==> config.mk <==
export PLATFORM = sky130hd
export DESIGN_NAME = rsb_balance_flat
export DESIGN_NICKNAME = d
export VERILOG_FILES = /design/src/verilog/rsb_pkg.sv /design/src/verilog/rsb_bal_if.sv /design/src/verilog/rsb_balance.sv /design/src/flat_wrapper.sv
export VERILOG_INCLUDE_DIRS = /design/src /design/src/verilog
export SDC_FILE = /design/constraint.sdc
export NUM_CORES = 1
export LEC_CHECK = 0
export BUFFER_PORTS_ARGS = -buffer_cell sky130_fd_sc_hd__buf_4
export CAP_MARGIN = 20
export CORE_MARGIN = 8
export CORE_UTILIZATION = 60
export CTS_CLUSTER_DIAMETER = 100
export DETAILED_ROUTE_END_ITERATION = 12
export PLACE_DENSITY = 0.9
export SKIP_LAST_GASP = 1
export SLEW_MARGIN = 40
export SYNTH_ARGS = -nofsm -noshare
export SYNTH_HDL_FRONTEND = slang
export SYNTH_SLANG_ARGS = --single-unit
==> constraint.sdc <==
create_clock -name clk -period 5.9 [get_ports clk]
set_clock_uncertainty 0.2 [all_clocks]
set_input_delay 0.59 -clock clk [delete_from_list [all_inputs] [get_ports clk]]
set_output_delay 0.59 -clock clk [all_outputs]
set_load 0.005 [all_outputs]
==> src/verilog/rsb_map.svh <==
/*
 Constant map of the receive status and self-test checker: status codes,
 substitute characters, mode codes and timing counts.
 Assumes it is included by bare name by the package users.
*/
`ifndef RSB_MAP_SVH
`define RSB_MAP_SVH

// --------------------------------------------------------------------------
// Independent-mode status codes
// --------------------------------------------------------------------------
`define RSB_IND_DATA      3'h0
`define RSB_IND_SPECIAL   3'h1
`define RSB_IND_EBUF      3'h2
`define RSB_IND_FRAME     3'h3
`define RSB_IND_VIOL      3'h4
`define RSB_IND_NOLOCK    3'h5
`define RSB_IND_DISP      3'h6
`define RSB_IND_INVALID   3'h7

// --------------------------------------------------------------------------
// Self-test status codes
// --------------------------------------------------------------------------
`define RSB_ST_DATA_OK    3'h0
`define RSB_ST_CMD_OK     3'h1
`define RSB_ST_LAST_GOOD  3'h2
`define RSB_ST_RESERVED   3'h3
`define RSB_ST_LAST_BAD   3'h4
`define RSB_ST_START      3'h5
`define RSB_ST_ERROR      3'h6
`define RSB_ST_WAIT       3'h7

// --------------------------------------------------------------------------
// Substitute characters, mode codes, pattern and timing constants
// --------------------------------------------------------------------------
`define RSB_CHAR_C0_7     8'he0
`define RSB_CHAR_C4_7     8'he4
`define RSB_CHAR_D0_0     8'h00
`define RSB_MODE_LL       2'h0
`define RSB_MODE_LH       2'h1
`define RSB_LFSR_SEED     8'h01
`define RSB_EXCESS_LIMIT  16
`define RSB_RECENTER_CHARS 4'h9

`endif

==> src/verilog/rsb_pkg.sv <==
/*
 Types shared by the receive status and self-test checker modules.
 Assumes the map header sits in the include path.
*/
package rsb_pkg;
   // Compare state machine states
   typedef enum logic [1:0] {
      RSB_S_START,
      RSB_S_WAIT,
      RSB_S_RUN
   } rsb_state_t;

   // One character status code
   typedef logic [2:0] rsb_status_t;
endpackage

==> src/verilog/rsb_bal_if.sv <==
/*
 Interface between the compare machine and the error balance counter.
 Assumes both ends run on the same clock.
*/
interface rsb_bal_if;
   logic match;
   logic error;
   logic clear;
   logic excess;

   modport src (output match, output error, output clear, input excess);
   modport bal (input match, input error, input clear, output excess);
endinterface

==> src/verilog/rsb_balance.sv <==
/*
 Error-minus-match balance counter for the self-test compare machine.
 Assumes one-cycle match and error pulses on the checker clock.
*/
`include "rsb_map.svh"
module rsb_balance
   import rsb_pkg::*;
#(
   parameter int W = 8
) (
   // Clock and reset
   input  wire logic clk,
   input  wire logic arst_n,
   // Pulses from the compare machine
   rsb_bal_if.bal    bus
);
   localparam logic signed [W-1:0] LIMIT = W'(`RSB_EXCESS_LIMIT);
   localparam logic signed [W-1:0] MAXV  = {1'b0, {(W-1){1'b1}}};
   localparam logic signed [W-1:0] MINV  = {1'b1, {(W-1){1'b0}}};

   if (W < 6) begin : g_chk
      $error("rsb_balance: W too small to hold the excess limit");
   end

   logic signed [W-1:0] diff_reg;

   // Saturating difference; saturation keeps a long good run from wrapping
   always_ff @(posedge clk or negedge arst_n) begin
      if (!arst_n) begin
         diff_reg <= '0;
      end else if (bus.clear) begin
         diff_reg <= '0;
      end else if (bus.error && !bus.match && diff_reg != MAXV) begin
         diff_reg <= diff_reg + W'(1);
      end else if (bus.match && !bus.error && diff_reg != MINV) begin
         diff_reg <= diff_reg - W'(1);
      end
   end

   // More than the limit, strictly
   assign bus.excess = (diff_reg > LIMIT);
endmodule

==> src/flat_wrapper.sv <==
// flat-port wrapper written by rule: the top's interface ports become plain ports
module rsb_balance_flat import rsb_pkg::*;
#(
   parameter int W = 8
)
  (clk, arst_n, bus_match, bus_error, bus_clear, bus_excess);
  rsb_bal_if bus_i ();
  input  wire logic clk;
  input  wire logic arst_n;
  input wire logic [$bits(bus_i.match)-1:0] bus_match;
  input wire logic [$bits(bus_i.error)-1:0] bus_error;
  input wire logic [$bits(bus_i.clear)-1:0] bus_clear;
  output wire logic [$bits(bus_i.excess)-1:0] bus_excess;
  assign bus_i.match = bus_match;
  assign bus_i.error = bus_error;
  assign bus_i.clear = bus_clear;
  assign bus_excess = bus_i.excess;
  rsb_balance #(.W(W)) u_core (.clk(clk), .arst_n(arst_n), .bus(bus_i));
endmodule
# [Word-level counts from Yosys, hierarchy flattened]
# Cells that the tools add are included.
[classes] addsub=2 magnitude_cmp=1 n_eq_ne=2 n_mux=3 n_reduce_logical=7
[op_table] op="$mux W8" count=3
[op_table] op="$ne A8 B8 Y1 const B" count=2
[op_table] op="$add A8 B2 Y8 const B" count=1
[op_table] op="$gt A8 B6 Y1 const B" count=1
[op_table] op="$sub A8 B2 Y8 const B" count=1
[op_table] op="$logic_and A1 B1 Y1" count=4
[op_table] op="$reduce_bool A3 Y1" count=1
[op_table] op="$logic_not A1 Y1" count=2
[totals] regBits=8 in_bits=5 out_inout_bits=1 wordCells=16

# [Longest topological paths before layout]
[logic_depth] word_depth=6 depth_mapped=9

# [Worst setup path after synthesis]
# OpenSTA, ideal clock, no wires.
[synth_path] kind="input -> register" startpoint="in bus_match" endpoint="reg u_core.diff_reg[6]" setup_ps=130 arrival_time_ps=2114 slack_ps=3456 path_stages=8 n_path_buf=1 path_cell_list="nand2b_1 a21o_1 buf_6 ha_1 nor2b_1 o311a_1 a311oi_1 o22ai_1"
[synth_between] elab_chain_cells=5 elab_cells_between_ends=8
[synth_lines] item="start, declared" line_no="flat_wrapper.sv:10" rtl="input wire logic [$bits(bus_i.match)-1:0] bus_match;"
[synth_lines] item="$logic_not A1 Y1" line_no="rsb_balance.sv:33" rtl="end else if (bus.error && !bus.match && diff_reg != MAXV) begin"
[synth_lines] item="$logic_and A1 B1 Y1 (2 in a row)" line_no="rsb_balance.sv:33"
[synth_lines] item="$mux W8" line_no="rsb_balance.sv:33"
[synth_lines] item="$mux W8" line_no="rsb_balance.sv:31" rtl="end else if (bus.clear) begin"
[synth_lines] item="end signal, assigned" line_no="rsb_balance.sv:34" rtl="diff_reg <= diff_reg + W'(1);"
[synth_lines] item="end signal, assigned" line_no="rsb_balance.sv:36" rtl="diff_reg <= diff_reg - W'(1);"
[synth_lines] item="end, declared" line_no="rsb_balance.sv:25" rtl="logic signed [W-1:0] diff_reg;"
# Parallel ways exist; a longest one is shown, timed or not.
# A chain may end at the register's enable or synchronous reset.

# [Final worst setup path]
[layout_path] startpoint="reg u_core.diff_reg[7]" endpoint="reg u_core.diff_reg[6]"
[layout_between] elab_chain_cells=4 elab_cells_between_ends=7
[layout_lines] item="$ne A8 B8 Y1" line_no="rsb_balance.sv:33"
[layout_lines] item="$logic_and A1 B1 Y1" line_no="rsb_balance.sv:33"
[layout_lines] item="$mux W8" line_no="rsb_balance.sv:33"
[layout_lines] item="$mux W8" line_no="rsb_balance.sv:31"
# Parallel ways exist; a longest one is shown, timed or not.

==> flow_summary.ini <==
[critical_path]
end_kind = flop
rr_endpoint = u_core.diff_reg[6]$_DFFE_PN0P_
worstRegToRegCells = 8
arrival_ps = 2880
crit_path_cell_trace = and4b_1, a21o_1, inv_1, fa_1, nor2b_1, o31ai_1, a311oi_1, o22ai_1
slowest_stage = dfrtp_1
cp.buffers_inverters = 1
path_max_fanout = 13
cpLargestDelayFamily = compound AO/OA/AOI/OAI gates
path_depth = 8
max_stage_delay_ps = 440
worstPathRequired_ps = 5840
start_kind = flop
path_class = flop to flop
rr_startpoint = u_core.diff_reg[7]$_DFFE_PN0P_
r2r_setup_slack_ps = 2950

[sta]
hold_viol = 0
tightest_slew_ps = 469
slew_viol_final = 0
final.period_utilization = 0.500
min_period_ps = 2950
relSlewSlack = 0.679
finalSetupTns_ps = 0
timing.fmax_mhz = 339
setup_viol = 0
timing.hold.ws_ps = 382
rsz0062_at_grt = no

[synthesis]
synth-simple-area-share = 0.271
syn_inst = 86
syn_area_per_cell_um2 = 9.12
synth_nets = 98
synthMuxAreaShare = 0
synth.cell_area_um2 = 785
synth_top_family_by_area = compound AO/OA/AOI/OAI gates
synth-edff-count = 0
ys_async_sr_fraction = 1.00
synth-compound-area-share = 0.308
synth_seq_area_share = 0.255
synthAdderAreaFrac = 0.121
synthXorXnorAreaFrac = 0.0112
yosysWarnings = 0
ys.flop_type = dfrtp_1
yosysUniqueCellTypes = 43
ys_ff_latch = 8

[pwr]
ir_drop_mv = 0.141
p_leak_uw = 0.000380
p_per_area_nw_per_um2 = 278
finalPower_uw = 238

[route]
routed_wl_mm = 1.71
postRouteAntennaNets = 0
wl_per_cell_um = 15.8
vias_per_cell = 6.54
drt_iter0_markers = 8
first_pass_iters = 4
vias = 706
drc_errors = 0

[global_route]
grt_antenna_before_repair = 0
grt_pass1_wl_mm = 2.77
track_usage = 0.133
grt_max_degree = 14
grt.overflow.total = 0
grt_pass1_vias = 655

[worst_hold_path]
hold_end = u_core.diff_reg[1]$_DFFE_PN0P_
min-delay-start = bus_clear
holdPathStages = 2
hold_class = input port to flop

[clock_tree]
insertion_delay_ps = 260
path_clk_slew_ps = 60
post_cts_buffers = 0
cts_tree = built
cts_root_buf = clkbuf_4
cts_buffers = 3
cts_resized = 0
htree_levels = 1
clock_sinks = 8
clockBufferDepth = 2

[run]
cap_violations = 0

[floorplan]
initial_utilization = 0.618
top_level_ports = 6
die_w_um = 52.2
std_cell_rows = 13
fp.dieH_um = 52.2
die_area_um2 = 2720
core_um2 = 1270

[cells_and_area]
n_antenna_cell = 0
synthToLayoutAreaGrowth_pct = 9.41
nets = 107
layout-drive-gt1-share = 0.183
largest_register_ffs = 8

[placed_design]
port_buffers = 5
place.gp.congestion = 0.780
post-dp-hpwl_mm = 1.31

[outcome]
status = finished clean
per-layer routing:
layer | wire, um | GRT usage | vias to the layer above
met1 | 766 | 0.149 | 335
met2 | 825 | 0.220 | 10
met4 | 37 | 0.0603 | 0
met3 | 77 | 0.0456 | 7
met5 | 0 | 0 | -
li1 | - | - | 354
worst max-delay path by stage:
stage                                         startpoint                        endpoint  slack, ps
after floorplan                                bus_match  u_core.diff_reg[6]$_DFFE_PN0P_       3460
after global placement                         bus_error  u_core.diff_reg[6]$_DFFE_PN0P_       3070
after detailed placement                       bus_error  u_core.diff_reg[6]$_DFFE_PN0P_       2960
after CTS                 u_core.diff_reg[7]$_DFFE_PN0P_  u_core.diff_reg[6]$_DFFE_PN0P_       3010
after global routing      u_core.diff_reg[7]$_DFFE_PN0P_  u_core.diff_reg[6]$_DFFE_PN0P_       2760
final                     u_core.diff_reg[7]$_DFFE_PN0P_  u_core.diff_reg[6]$_DFFE_PN0P_       2950
cells in the final DEF (no fill, tap or decap), types with 2 or more instances in the layout:
master	synthesis	routed
dfrtp_1	8	8
inv_1	3	3
a21oi_1	7	7
buf_4	0	5
a21o_1	3	3
o211ai_1	2	2
nand2_1	4	4
nor3_1	4	4
ha_1	6	6
o22ai_1	2	2
o21a_1	4	4
nor2_1	2	2
clkbuf_4	0	3
nand2b_1	4	4
nand3_1	5	5
nor2b_1	3	3
layout make-up:
cell class                 count  area, um2
sequential                     8        200
tap                           15       18.8
timing repair buffer           6       47.5
multi-input combinational     73        558
fill                         111        410
clock buffer                   3       22.5
inverter                       3       11.3
power by group:
part	total, uW	switching [uW]	internal [uW]
logic	119	61.5	57.0
clock network	42.5	19.2	23.3
registers	77.4	13.0	64.5
cells by family after synthesis:
family	count (synthesis)
adder cells (fa/ha/maj)	7
buffers and inverters	5
AND/OR/NAND/NOR	33
AO/OA/AOI/OAI	32
XOR/XNOR	1
flip-flops	8
through the flow:
stage	setup slack, ps	util	cell area (um2)	std cells
floorplan	3460	-	785	86
global placement	3070	0.651	826	104
detailed placement	2960	0.651	826	104
CTS	3010	0.677	858	108
global route	2760	0.677	858	108
finish	2950	0.677	858	108
what timing repair did:
action,CTS,global route
setup endpoints to repair,0,0
hold buffers,1,0
endpoints found under the hold margin,8,0
cell usage after synthesis, drive strengths merged, types with 3 or more instances:
| master | count | area, um2 |
|---|---|---|
| a21o | 4 | 31.3 |
| a21oi | 7 | 35.0 |
| dfrtp | 8 | 200 |
| ha | 6 | 75.1 |
| inv | 3 | 11.3 |
| nand2 | 5 | 26.3 |
| nand2b | 4 | 25.0 |
| nand3 | 5 | 25.0 |
| nor2b | 3 | 18.8 |
| nor3 | 4 | 20.0 |
| o21a | 4 | 30.0 |
(Power assumes the default switching activity.)
